<file path="src/design/pfta_map.svh">
// register offsets, field positions, key values, command codes and timing counts
`ifndef PFTA_MAP_SVH
`define PFTA_MAP_SVH
`define PFTA_OFF_TBLPAGE   12'h000
`define PFTA_OFF_VISPAGE   12'h004
`define PFTA_OFF_NVCTRL    12'h008
`define PFTA_OFF_KEY       12'h00c
`define PFTA_OFF_TBLCMD    12'h010
`define PFTA_OFF_LATCH     12'h014
`define PFTA_OFF_ADDR      12'h018
`define PFTA_OFF_FETCH     12'h01c
`define PFTA_OFF_PROGADDR  12'h020
`define PFTA_OFF_VISADDR   12'h024
`define PFTA_OFF_PROGDATA  12'h028
`define PFTA_NVOP_WORD     4'h3
`define PFTA_NVOP_LSB      0
`define PFTA_NVOP_MSB      3
`define PFTA_WR_BIT        15
`define PFTA_WREN_BIT      14
`define PFTA_KEY_FIRST     8'h55
`define PFTA_KEY_SECOND    8'haa
`define PFTA_CFG_BIT       23
`define PFTA_PROG_TIME_NS  4000
`define PFTA_CLK_NS        4
`define PFTA_PROG_CYCLES   ((`PFTA_PROG_TIME_NS + `PFTA_CLK_NS - 1) / `PFTA_CLK_NS)
`define PFTA_CMD_RDLO      2'h0
`define PFTA_CMD_RDHI      2'h1
`define PFTA_CMD_WRLO      2'h2
`define PFTA_CMD_WRHI      2'h3
`endif

</file>
<file path="src/design/pfta_pkg.sv">
// types shared by the table access block
package pfta_pkg;
  typedef enum logic [1:0] {
    PFTA_SEL_FETCH,
    PFTA_SEL_TABLE,
    PFTA_SEL_VIS
  } pfta_sel_t;
  typedef enum {
    PFTA_ST_IDLE,
    PFTA_ST_KEY1,
    PFTA_ST_ARMED,
    PFTA_ST_BUSY
  } pfta_state_t;
endpackage

</file>
<file path="src/design/pfta_addr_gen.sv">
// program-space address former for fetch, table and visibility accesses
`timescale 1ns/100ps
`include "pfta_map.svh"
module pfta_addr_gen
  import pfta_pkg::*;
(
  // selection
  input wire pfta_sel_t sel,
  // sources
  input wire logic [22:0] program_counter,
  input wire logic [7:0] table_page_reg,
  input wire logic [7:0] visibility_page_reg,
  input wire logic [15:0] effective_address,
  // result
  output logic [23:0] prog_addr,
  output logic cfg_space
);
  always_comb begin
    case (sel)
      PFTA_SEL_TABLE: begin
        // byte address passes untouched, no alignment demanded
        prog_addr = {table_page_reg, effective_address};
      end
      PFTA_SEL_VIS: begin
        // ea bit 15 is the window marker and takes no part
        prog_addr = {1'b0, visibility_page_reg[7:1], visibility_page_reg[0],
                     effective_address[14:1], 1'b0};
      end
      default: begin
        prog_addr = {1'b0, program_counter[22:1], 1'b0};
      end
    endcase
    cfg_space = (sel == PFTA_SEL_TABLE) && prog_addr[`PFTA_CFG_BIT];
  end
endmodule

</file>
<file path="src/design/pfta_core.sv">
// table access, address forming and single-word flash programming
// Functional notes
// fetch, visibility and programming addresses have bit 0 forced to zero
// table accesses take address bits 23..16 from the table page register
// table accesses take address bits 15..0 from the effective address
// visibility uses page bit 0 as address bit 15, ea 14..1 below
// effective address bit 15 is ignored in visibility accesses
// table reads and writes accept any byte address
// table reads may reach configuration space
// software programs only erased locations
// one 24-bit write latch holds the word to program
// low write loads 16 bits, high write loads the upper 8 bits
// operation field 0011 in control bits 3..0 selects word programming
// software sets the control register to 0x4003 for word programming
// key register must see 0x55 then 0xaa
// programming starts only when start follows a completed key pair
// software blocks interrupts during the key sequence
// software runs two no-ops after setting start
// start without key is ignored; start self-clears when programming ends
// address bit 23 high selects configuration space, else user space
`timescale 1ns/100ps
`include "pfta_map.svh"
module pfta_core
  import pfta_pkg::*;
#(
  parameter int PROG_CYCLES = `PFTA_PROG_CYCLES
) (
  // clock and reset
  input wire logic pclk,
  input wire logic presetn,
  // apb slave
  input wire logic psel,
  input wire logic penable,
  input wire logic pwrite,
  input wire logic [11:0] paddr,
  input wire logic [31:0] pwdata,
  output logic [31:0] prdata,
  output logic pready,
  output logic pslverr,
  // code fetch
  input wire logic [22:0] program_counter,
  // flash array port
  output logic [23:0] flash_addr,
  output logic [23:0] flash_wdata,
  output logic flash_prog,
  output logic flash_cfg,
  input wire logic [23:0] flash_rdata
);
  logic [7:0] table_page_reg_q;
  logic [7:0] visibility_page_reg_q;
  logic [15:0] nv_control_reg_q;
  logic [23:0] latch_q;
  logic [15:0] ea_q;
  logic [23:0] rdword_q;
  logic [23:0] prog_addr_q;
  logic [23:0] fetch_addr;
  logic [23:0] table_addr;
  logic [23:0] vis_addr;
  logic table_cfg;
  pfta_state_t state_q;
  logic [31:0] cnt_q;
  logic setup;
  logic wr_en;
  logic rd_en;
  logic [11:0] wr_addr;
  logic [1:0] cmd;
  logic start_req;

  assign setup = psel && !penable;
  assign wr_en = psel && penable && pwrite;
  assign rd_en = setup && !pwrite;
  assign wr_addr = paddr;
  assign cmd = pwdata[1:0];
  assign start_req = wr_en && (wr_addr == `PFTA_OFF_NVCTRL) && pwdata[`PFTA_WR_BIT];

  pfta_addr_gen u_fetch (
    .sel(PFTA_SEL_FETCH),
    .program_counter(program_counter),
    .table_page_reg(table_page_reg_q),
    .visibility_page_reg(visibility_page_reg_q),
    .effective_address(ea_q),
    .prog_addr(fetch_addr),
    .cfg_space()
  );

  pfta_addr_gen u_table (
    .sel(PFTA_SEL_TABLE),
    .program_counter(program_counter),
    .table_page_reg(table_page_reg_q),
    .visibility_page_reg(visibility_page_reg_q),
    .effective_address(ea_q),
    .prog_addr(table_addr),
    .cfg_space(table_cfg)
  );

  pfta_addr_gen u_vis (
    .sel(PFTA_SEL_VIS),
    .program_counter(program_counter),
    .table_page_reg(table_page_reg_q),
    .visibility_page_reg(visibility_page_reg_q),
    .effective_address(ea_q),
    .prog_addr(vis_addr),
    .cfg_space()
  );

  // zero-wait slave: every access completes in its first access cycle
  always_ff @(posedge pclk or negedge presetn) begin
    if (!presetn) begin
      pready <= 1'b0;
      pslverr <= 1'b0;
    end else begin
      pready <= setup;
      pslverr <= setup && (paddr[1:0] != 2'h0 || paddr > `PFTA_OFF_PROGDATA);
    end
  end

  // page registers and the table offset
  always_ff @(posedge pclk or negedge presetn) begin
    if (!presetn) begin
      table_page_reg_q <= 8'h00;
      visibility_page_reg_q <= 8'h00;
      ea_q <= 16'h0000;
    end else if (wr_en) begin
      case (wr_addr)
        `PFTA_OFF_TBLPAGE: table_page_reg_q <= pwdata[7:0];
        `PFTA_OFF_VISPAGE: visibility_page_reg_q <= pwdata[7:0];
        `PFTA_OFF_ADDR: ea_q <= pwdata[15:0];
        default: ;
      endcase
    end
  end

  // write latch and table reads
  always_ff @(posedge pclk or negedge presetn) begin
    if (!presetn) begin
      latch_q <= 24'h000000;
      rdword_q <= 24'h000000;
    end else if (wr_en && wr_addr == `PFTA_OFF_TBLCMD) begin
      case (cmd)
        `PFTA_CMD_WRLO: latch_q[15:0] <= pwdata[31:16];
        `PFTA_CMD_WRHI: latch_q[23:16] <= pwdata[23:16];
        // reads reach user and configuration space alike
        default: rdword_q <= flash_rdata;
      endcase
    end
  end

  // unlock, arm and programming sequence
  always_ff @(posedge pclk or negedge presetn) begin
    if (!presetn) begin
      state_q <= PFTA_ST_IDLE;
      cnt_q <= 32'h0;
      prog_addr_q <= 24'h000000;
    end else begin
      case (state_q)
        PFTA_ST_IDLE: begin
          if (wr_en && wr_addr == `PFTA_OFF_KEY && pwdata[7:0] == `PFTA_KEY_FIRST) begin
            state_q <= PFTA_ST_KEY1;
          end
        end
        PFTA_ST_KEY1: begin
          if (wr_en) begin
            // any other write between the two keys breaks the pair
            if (wr_addr == `PFTA_OFF_KEY && pwdata[7:0] == `PFTA_KEY_SECOND) begin
              state_q <= PFTA_ST_ARMED;
            end else begin
              state_q <= PFTA_ST_IDLE;
            end
          end
        end
        PFTA_ST_ARMED: begin
          if (wr_en) begin
            if (start_req && pwdata[`PFTA_NVOP_MSB:`PFTA_NVOP_LSB] == `PFTA_NVOP_WORD
                && pwdata[`PFTA_WREN_BIT]) begin
              state_q <= PFTA_ST_BUSY;
              cnt_q <= PROG_CYCLES - 1;
              prog_addr_q <= {table_addr[23:1], 1'b0};
            end else begin
              state_q <= PFTA_ST_IDLE;
            end
          end
        end
        PFTA_ST_BUSY: begin
          if (cnt_q == 32'h0) begin
            state_q <= PFTA_ST_IDLE;
          end else begin
            cnt_q <= cnt_q - 32'h1;
          end
        end
        default: state_q <= PFTA_ST_IDLE;
      endcase
    end
  end

  // control register; start bit only sets when armed, clears at the end
  always_ff @(posedge pclk or negedge presetn) begin
    if (!presetn) begin
      nv_control_reg_q <= 16'h0000;
    end else if (wr_en && wr_addr == `PFTA_OFF_NVCTRL && state_q != PFTA_ST_BUSY) begin
      nv_control_reg_q <= {pwdata[`PFTA_WR_BIT] && state_q == PFTA_ST_ARMED
                           && pwdata[`PFTA_NVOP_MSB:`PFTA_NVOP_LSB] == `PFTA_NVOP_WORD
                           && pwdata[`PFTA_WREN_BIT], pwdata[14:0]};
    end else if (state_q == PFTA_ST_BUSY && cnt_q == 32'h0) begin
      nv_control_reg_q[`PFTA_WR_BIT] <= 1'b0;
    end
  end

  // read mux
  always_ff @(posedge pclk or negedge presetn) begin
    if (!presetn) begin
      prdata <= 32'h0;
    end else if (rd_en) begin
      case (paddr)
        `PFTA_OFF_TBLPAGE: prdata <= {24'h0, table_page_reg_q};
        `PFTA_OFF_VISPAGE: prdata <= {24'h0, visibility_page_reg_q};
        `PFTA_OFF_NVCTRL: prdata <= {16'h0, nv_control_reg_q};
        `PFTA_OFF_LATCH: prdata <= {8'h0, latch_q};
        `PFTA_OFF_ADDR: prdata <= {16'h0, ea_q};
        `PFTA_OFF_FETCH: prdata <= {8'h0, fetch_addr};
        `PFTA_OFF_PROGADDR: prdata <= {7'h0, table_cfg, table_addr};
        `PFTA_OFF_VISADDR: prdata <= {8'h0, vis_addr};
        `PFTA_OFF_PROGDATA: prdata <= {8'h0, rdword_q};
        default: prdata <= 32'h0;
      endcase
    end else begin
      prdata <= 32'h0;
    end
  end

  // flash port, registered so the array sees stable values
  always_ff @(posedge pclk or negedge presetn) begin
    if (!presetn) begin
      flash_addr <= 24'h000000;
      flash_wdata <= 24'h000000;
      flash_prog <= 1'b0;
      flash_cfg <= 1'b0;
    end else begin
      flash_addr <= (state_q == PFTA_ST_BUSY) ? prog_addr_q : table_addr;
      flash_wdata <= latch_q;
      flash_prog <= (state_q == PFTA_ST_BUSY);
      flash_cfg <= (state_q == PFTA_ST_BUSY) ? prog_addr_q[`PFTA_CFG_BIT] : table_cfg;
    end
  end

  // address forming
  a_fetch_align: assert property (@(posedge pclk) disable iff (!presetn)
    fetch_addr[0] == 1'b0 && vis_addr[0] == 1'b0)
    else $error("formed address not word aligned");
  a_fetch_pc: assert property (@(posedge pclk) disable iff (!presetn)
    fetch_addr[23] == 1'b0 && fetch_addr[22:1] == program_counter[22:1])
    else $error("fetch address not taken from counter");
  a_table_page: assert property (@(posedge pclk) disable iff (!presetn)
    table_addr[23:16] == table_page_reg_q)
    else $error("table page not in upper byte");
  a_table_low: assert property (@(posedge pclk) disable iff (!presetn)
    table_addr[15:0] == ea_q)
    else $error("table low bits differ from offset");
  a_vis_bits: assert property (@(posedge pclk) disable iff (!presetn)
    vis_addr[15] == visibility_page_reg_q[0] && vis_addr[14:1] == ea_q[14:1])
    else $error("visibility address wrong");
  a_vis_page: assert property (@(posedge pclk) disable iff (!presetn)
    vis_addr[23] == 1'b0 && vis_addr[22:15] == visibility_page_reg_q)
    else $error("visibility page misplaced");
  a_cfg_route: assert property (@(posedge pclk) disable iff (!presetn)
    table_cfg == table_addr[23])
    else $error("configuration routing wrong");
  a_port_cfg: assert property (@(posedge pclk) disable iff (!presetn)
    flash_cfg == flash_addr[`PFTA_CFG_BIT])
    else $error("space select differs from port address");

  // bus answer; zero wait, so every answer lasts exactly one cycle
  a_ready_pulse: assert property (@(posedge pclk) disable iff (!presetn)
    pready |=> !pready)
    else $error("ready held past one cycle");
  a_err_ready: assert property (@(posedge pclk) disable iff (!presetn)
    pslverr |-> pready)
    else $error("error without ready");
  a_rdata_idle: assert property (@(posedge pclk) disable iff (!presetn)
    !pready |-> prdata == 32'h0)
    else $error("read data outside access cycle");

  // write latch and table reads
  a_latch_lo: assert property (@(posedge pclk) disable iff (!presetn)
    wr_en && wr_addr == `PFTA_OFF_TBLCMD && cmd == `PFTA_CMD_WRLO
    |=> latch_q[15:0] == $past(pwdata[31:16]))
    else $error("low latch write lost");
  a_latch_hi: assert property (@(posedge pclk) disable iff (!presetn)
    wr_en && wr_addr == `PFTA_OFF_TBLCMD && cmd == `PFTA_CMD_WRHI
    |=> latch_q[23:16] == $past(pwdata[23:16]))
    else $error("high latch write lost");
  a_latch_keep: assert property (@(posedge pclk) disable iff (!presetn)
    wr_en && wr_addr == `PFTA_OFF_TBLCMD && cmd == `PFTA_CMD_WRHI
    |=> latch_q[15:0] == $past(latch_q[15:0]))
    else $error("high write disturbed low latch");
  a_rd_capture: assert property (@(posedge pclk) disable iff (!presetn)
    wr_en && wr_addr == `PFTA_OFF_TBLCMD && (cmd == `PFTA_CMD_RDLO || cmd == `PFTA_CMD_RDHI)
    |=> rdword_q == $past(flash_rdata))
    else $error("table read word not captured");
  a_wdata_copy: assert property (@(posedge pclk) disable iff (!presetn)
    flash_wdata == $past(latch_q))
    else $error("latch not on write port");

  // unlock and programming; a broken sequence must fall back to idle
  a_key_pair: assert property (@(posedge pclk) disable iff (!presetn)
    $rose(state_q == PFTA_ST_ARMED) |-> $past(state_q) == PFTA_ST_KEY1)
    else $error("armed without key pair");
  a_key_break: assert property (@(posedge pclk) disable iff (!presetn)
    state_q == PFTA_ST_KEY1 && wr_en
    && !(wr_addr == `PFTA_OFF_KEY && pwdata[7:0] == `PFTA_KEY_SECOND)
    |=> state_q == PFTA_ST_IDLE)
    else $error("broken key pair kept");
  a_armed_break: assert property (@(posedge pclk) disable iff (!presetn)
    state_q == PFTA_ST_ARMED && wr_en && !start_req |=> state_q == PFTA_ST_IDLE)
    else $error("arming survived another write");
  a_start_armed: assert property (@(posedge pclk) disable iff (!presetn)
    $rose(flash_prog) |-> $past(state_q, 2) == PFTA_ST_ARMED)
    else $error("programming began unarmed");
  a_start_set: assert property (@(posedge pclk) disable iff (!presetn)
    $rose(state_q == PFTA_ST_BUSY)
    |-> nv_control_reg_q[`PFTA_WR_BIT] && nv_control_reg_q[`PFTA_WREN_BIT])
    else $error("busy without start bit");
  a_prog_op: assert property (@(posedge pclk) disable iff (!presetn)
    $rose(state_q == PFTA_ST_BUSY)
    |-> nv_control_reg_q[`PFTA_NVOP_MSB:`PFTA_NVOP_LSB] == `PFTA_NVOP_WORD)
    else $error("busy without word operation");
  a_prog_len: assert property (@(posedge pclk) disable iff (!presetn)
    $rose(flash_prog) |-> flash_prog [*8])
    else $error("programming pulse too short");
  a_prog_addr: assert property (@(posedge pclk) disable iff (!presetn)
    flash_prog |-> flash_addr == prog_addr_q && flash_addr[0] == 1'b0)
    else $error("programming address wrong");
  a_start_refused: assert property (@(posedge pclk) disable iff (!presetn)
    wr_en && wr_addr == `PFTA_OFF_NVCTRL
    && (state_q == PFTA_ST_IDLE || state_q == PFTA_ST_KEY1)
    |=> !nv_control_reg_q[`PFTA_WR_BIT])
    else $error("start bit set without keys");
  a_busy_lock: assert property (@(posedge pclk) disable iff (!presetn)
    state_q == PFTA_ST_BUSY && cnt_q != 32'h0 && wr_en && wr_addr == `PFTA_OFF_NVCTRL
    |=> nv_control_reg_q == $past(nv_control_reg_q))
    else $error("control changed while programming");
  a_wr_clear: assert property (@(posedge pclk) disable iff (!presetn)
    $fell(state_q == PFTA_ST_BUSY) |-> !nv_control_reg_q[`PFTA_WR_BIT])
    else $error("start bit not cleared");
endmodule

</file>
<file path="config.mk">
export PLATFORM = sky130hd
export DESIGN_NAME = pfta_core
export DESIGN_NICKNAME = d
export VERILOG_FILES = /design/src/design/pfta_pkg.sv /design/src/design/pfta_addr_gen.sv /design/src/design/pfta_core.sv
export VERILOG_INCLUDE_DIRS = /design/src /design/src/design
export SDC_FILE = /design/constraint.sdc
export NUM_CORES = 1
export LEC_CHECK = 0
export ABC_CLOCK_PERIOD_IN_PS = 2700
export BUFFER_PORTS_ARGS = -buffer_cell sky130_fd_sc_hd__buf_4
export CORE_MARGIN = 5
export CORE_UTILIZATION = 55
export DETAILED_ROUTE_END_ITERATION = 10
export PLACE_DENSITY_LB_ADDON = 0.3
export SLEW_MARGIN = 20
export SYNTH_ARGS = -nofsm -noshare
export SYNTH_HDL_FRONTEND = slang
export SYNTH_SLANG_ARGS = --single-unit
</file>
<file path="constraint.sdc">
create_clock -name pclk -period 2.7 [get_ports pclk]
set_input_delay 0.135 -clock pclk [delete_from_list [all_inputs] [get_ports pclk]]
set_output_delay 0.135 -clock pclk [all_outputs]
set_load 0.1 [all_outputs]
</file>
# Yosys cells after proc, flatten, opt, wreduce, memory -nomap -nowiden
# Index checks and enable logic that the tools add are counted.
totals:
  wordCells: 102
  output_inout_bits: 84
  regBits: 267
classes:
  eq_ne: 27
  n_reduce_logical: 37
  magnitude_cmp: 1
  n_addsub: 1
  n_bitwise: 1
  muxes: 17
op_table:
  columns: ["op", "n"]
  rows:
  - ["$mux 32", 8]
  - ["$pmux 25 s9", 1]
  - ["$pmux 32 s4", 1]
  - ["$eq 32x2->1 const B", 2]
  - ["$eq 32x3->1 const B", 2]
  - ["$logic_not 32->1", 2]
  - ["$pmux 32 s2", 1]
  - ["$eq 12x5->1 const B", 4]
  - ["$eq 12x6->1 const B", 3]
  - ["$eq 32x1->1 const B", 1]
  - ["$ne 32x3->1 const B", 1]
  - ["$sub 32x1->32 const B", 1]
  - ["$eq 12x4->1 const B", 2]
  - ["$mux 24", 1]
  - ["$logic_and 1x1->1", 18]
  - ["$eq 12x3->1 const B", 1]
  - ["$gt 12x6->1 const B", 1]
  - ["$logic_not 12->1", 1]
  - ["$ne 2x2->1 const B", 6]
  - ["$reduce_and 2->1", 6]
  - ["$eq 8x7->1 const B", 1]
  - ["$eq 8x8->1 const B", 1]
  - ["$reduce_and 4->1", 2]
  - ["$reduce_bool 2->1", 3]
  - ["other kinds (9)", 14]

# Longest topological paths before layout
depth:
  word_depth: 9
  mapped_depth: 10

# By module
# A second synthesis with hierarchy kept.
hier_totals:
  hier_cells: 1118
  area_unflattened_um2: 11587.4
by_module_without_submodules:
  columns: ["module", "cells_per_inst", "n_inst", "seq_area_each_um2", "area_each_um2"]
  rows:
  - ["pfta_core", 872, 1, 5755.5, 10258.6]
  - ["pfta_addr_gen", 82, 3, 0.0, 442.9]

# Worst setup path after synthesis
# OpenSTA, ideal clock, no wires.
synth_timing:
  kind: "register to register"
  startpoint: "register cnt_q[24]"
  endpoint: "register cnt_q[3]"
  slack_ps: 297
  t_arrival_ps: 2274
  t_required_ps: 2571
  setup_time_ps: 129
  synth_period_minus_slack_ps: 2403
  stages_incl_launch_ff: 9
  path_cell_list: "dfrtp_1 -> clkbuf_1 -> or4_1 -> or3_1 -> o31ai_2 -> clkbuf_1 -> nor2_1 -> o21ai_0 -> o21ai_0"
synth_via:
  elab_chain_len: 3
synth_rtl:
  columns: ["element", "line_no", "text"]
  rows:
  - ["start, declared", "pfta_core.sv:61", "logic [31:0] cnt_q;"]
  - ["start signal, assigned", "pfta_core.sv:176", "cnt_q <= PROG_CYCLES - 1;"]
  - ["start signal, assigned", "pfta_core.sv:187", "cnt_q <= cnt_q - 32'h1;"]
  - ["$logic_not 32->1", "pfta_core.sv:184", "if (cnt_q == 32'h0) begin"]
  - ["$ne 2x2->1 (no line)", null, null]
  - ["$reduce_and 4->1 (no line)", null, null]
# No other way between the ends.
# A chain may end at the register's enable or synchronous reset.

# Worst setup path after layout
layout_timing:
  startpoint: "register cnt_q[26]"
  endpoint: "register cnt_q[2]"
# The elaborated chain is that of the path after synthesis.

==> impl_metrics.env <==
export IMPL_r2r_slack_ns=0.13
export IMPL_fin_util=0.753
export IMPL_p_leak_nw=6.27
export IMPL_layout_common_cells="229 x dfrtp_1, 201 x buf_4, 129 x mux2_2, 118 x nand2_1, 78 x dlygate4sd3_1"
export IMPL_insertion_delay_ns=0.52
export IMPL_portBuffers=171
export IMPL_syn_area_sq_um=9830
export IMPL_power_density_nw_per_um2=548
export IMPL_cts_sinks=229
export IMPL_yosysTopAreaCellShare=0.583
export IMPL_initial_utilization=0.565
export IMPL_ir_drop_v=0.000516
export IMPL_area_growth_pct=33.4
export IMPL_total_power_mw=7.19
export IMPL_synthArstFlopShare=1.00
export IMPL_synth_seq_cells=229
export IMPL_cts_setup_buffers=0
export IMPL_syn_avg_cell_area_sq_um=11.8
export IMPL_p_switching_mw=1.58
export IMPL_synth_distinct_cells=58
export IMPL_ios=180
export IMPL_comb_power_share=0.058
export IMPL_crit_type="register to register"
export IMPL_cts_buffers=24
export IMPL_final_hold_viol_count=0
export IMPL_viasPerCell=5.97
export IMPL_cp_depth=8
export IMPL_crit_required_ns=3.09
export IMPL_cts_root_buf="clkbuf_16"
export IMPL_synthesis_instances=833
export IMPL_maxSlewViolCount=0
export IMPL_grt_overflow=0
export IMPL_drv_cap=0
export IMPL_vias=8045
export IMPL_drt_iter0_markers=714
export IMPL_cpLargestDelayFamily="simple AND/OR/NAND/NOR gates"
export IMPL_die_area_sq_um=20700
export IMPL_hold_class="primary input to register"
export IMPL_fin_hold_ws_ns=0.0836
export IMPL_mostFrequentLayoutCell="dfrtp_1"
export IMPL_p_seq_frac=0.478
export IMPL_crit_path_top_delay_cell="or4_1"
export IMPL_arrival_ns=2.95
export IMPL_reg2reg_to="cnt_q[2]"
export IMPL_die_w_um=144
export IMPL_route_detailed_drc=0
export IMPL_setup_violations=0
export IMPL_synth_edf_count=0
export IMPL_startpoint="cnt_q[26]"
export IMPL_ant_nets=0
export IMPL_internal_power_mw=5.61
export IMPL_p_clk_frac=0.464
export IMPL_synthTopCellsByArea="dfrtp_1 58%, mux2_2 15%, nand2_1 4.5%"
export IMPL_wire_per_inst_um=21.5
export IMPL_dp_cells=1225
export IMPL_max_freq_mhz=390
export IMPL_r2r_start="cnt_q[26]"
export IMPL_drive_gt1_frac=0.354
export IMPL_ys_seq_area_frac=0.583
export IMPL_ys_flop_type="dfrtp_1"
export IMPL_htreeDepth=1
export IMPL_finClkSkew_ns=0.0243
export IMPL_post_route_period_util=0.951
export IMPL_nNetsFinal=1202
export IMPL_swShare=0.219
export IMPL_fin_cells=1347
export IMPL_setup_tns_ns=0
export IMPL_grt_pass1_wl_mm=45.7
export IMPL_grt_usage=0.284
export IMPL_rsz0062_at_grt="true"
export IMPL_core_area_sq_um=17400
export IMPL_fin_crit_ns=2.57
export IMPL_grt_pass1_vias=8331
export IMPL_antenna_found_initial=1
export IMPL_yosysWarnings=0
export IMPL_dpl_hpwl_mm=18.6
export IMPL_end_kind="register"
export IMPL_cts_tree="yes"
export IMPL_status="complete, no violations"
export IMPL_drt_wl_total_mm=29.0
export IMPL_worstMarginPinSlew_ns=0.652
export IMPL_drt_pass1_iter_count=5
export IMPL_path_buf_inv=2
export IMPL_grt_max_degree=73
export IMPL_slowest_delay_ns=0.57
export IMPL_path_cells="or4_1, or3_1, o31ai_4, buf_6, nand2_1, buf_4, a21oi_1, a31oi_1"
export IMPL_gp_congestion=0.946
export IMPL_num_rows=48
export IMPL_die_height_um=144
export IMPL_clock_path_buffers=3
export IMPL_critPathMaxFanout=12
export IMPL_clkTransAtPathRegs_ns=0.06
export IMPL_r2r_cells=8
export IMPL_maxSlewHeadroom=0.561
export IMPL_synth_top_cell_by_area="dfrtp_1"
export IMPL_crit_path_end="cnt_q[2]"
export IMPL_startpoint_type="register"
## registers in the layout, indices dropped and copies added (netlist names), 2 cells and up
name	count
nv_control_reg_q	16
prdata	25
table_page_reg_q	8
flash_wdata	24
prog_addr_q	23
rdword_q	24
state_q	2
ea_q	16
visibility_page_reg_q	8
latch_q	24
flash_addr	24
cnt_q	32
## cells in the mapped netlist, drive strengths merged (2+ instances only)
master and number:
a211oi 2, o31ai 5, nand3b 4, nand4 5, inv 8, buf 29
a31oi 30, a32oi 2, or2 4, and3 4, nor4b 2, clkbuf 18
mux2i 4, or4 5, nor2 41, or3 9, nand3 12, o21ai 37
dfrtp 229, mux2 129, o211ai 2, o31a 3, a21oi 25, a222oi 5
a22oi 37, nor4 10, nand4b 2, nor3 25, nor4bb 2, o21a 3
and2 4, nand2 118, a21o 2, nor3b 2, nand2b 5
## power by group through the flow
stage               logic (mW)  registers [mW]  clock network (mW)
finish                   0.420            3.44                3.34
global route             0.451            3.43                3.52
CTS                      0.418            3.44                3.34
detailed placement       0.326            3.50                   0
global placement         0.323            3.50                   0
floorplan               0.0966            3.52                   0
## metal layers
metal / wire (um) / global-route usage / vias to the layer above
met5: 0 / 0 / -
met1: 11500 / 0.393 / 4019
met2: 14300 / 0.463 / 407
met3: 2280 / 0.0483 / 64
li1: - / - / 3555
met4: 898 / 0.0946 / 0
## final cells by class
cell class | count | area [sq um]
antenna | 1 | 2.50
clock buffer | 34 | 699
clock inverter | 8 | 96.3
fill | 1150 | 4300
inverter | 8 | 30.0
multi-input combinational | 555 | 3850
sequential | 229 | 5730
tap | 225 | 282
timing repair buffer | 287 | 2420
## stage by stage
stage          cell area, sq um  worst slack (ns)
6_report                  13100             0.133
5_1_grt                   13100           -0.0135
4_1_cts                   13100            0.0787
3_5_place_dp              11500             0.122
3_3_place_gp              11500             0.170
2_1_floorplan              9860             0.297
## timing repair
item,in CTS,in global routing
resized for setup,0,4
hold endpoints to repair,185,0
setup endpoints to repair,0,10
hold buffers,78,0
## cell families (layout without fill, tap and decap cells)
| family | Yosys count | count (layout) | share of synthesized area |
|---|---|---|---|
| and+or+nand+nor | 259 | 259 | 0.132 |
| muxes | 133 | 133 | 0.152 |
| DFF | 229 | 229 | 0.583 |
| other | 1 | 8 | 0.000381 |
| adders and majority gates | 1 | 1 | 0.00127 |
| buffers and inverters | 55 | 337 | 0.0294 |
| AOI/OAI and AO/OA | 155 | 155 | 0.102 |
## worst min-delay path, delay by kind of cell
kind / cells / cell delay (ns)
buffers and inverters: 1 / 0.16
AOI/OAI and AO/OA: 2 / 0.26
## how the worst min path moves through the flow
stage	cells after the start	end	start	slack, ns
after floorplan	0	cnt_q[0]	presetn	-0.16
after global routing	4	prdata[2]	program_counter[2]	0.09
final	3	pslverr	paddr[4]	0.08
after detailed placement	1	cnt_q[21]	presetn	0.13
after CTS	3	pslverr	paddr[5]	0.08
after global placement	1	cnt_q[21]	presetn	0.13
(Power assumes the default switching activity.)
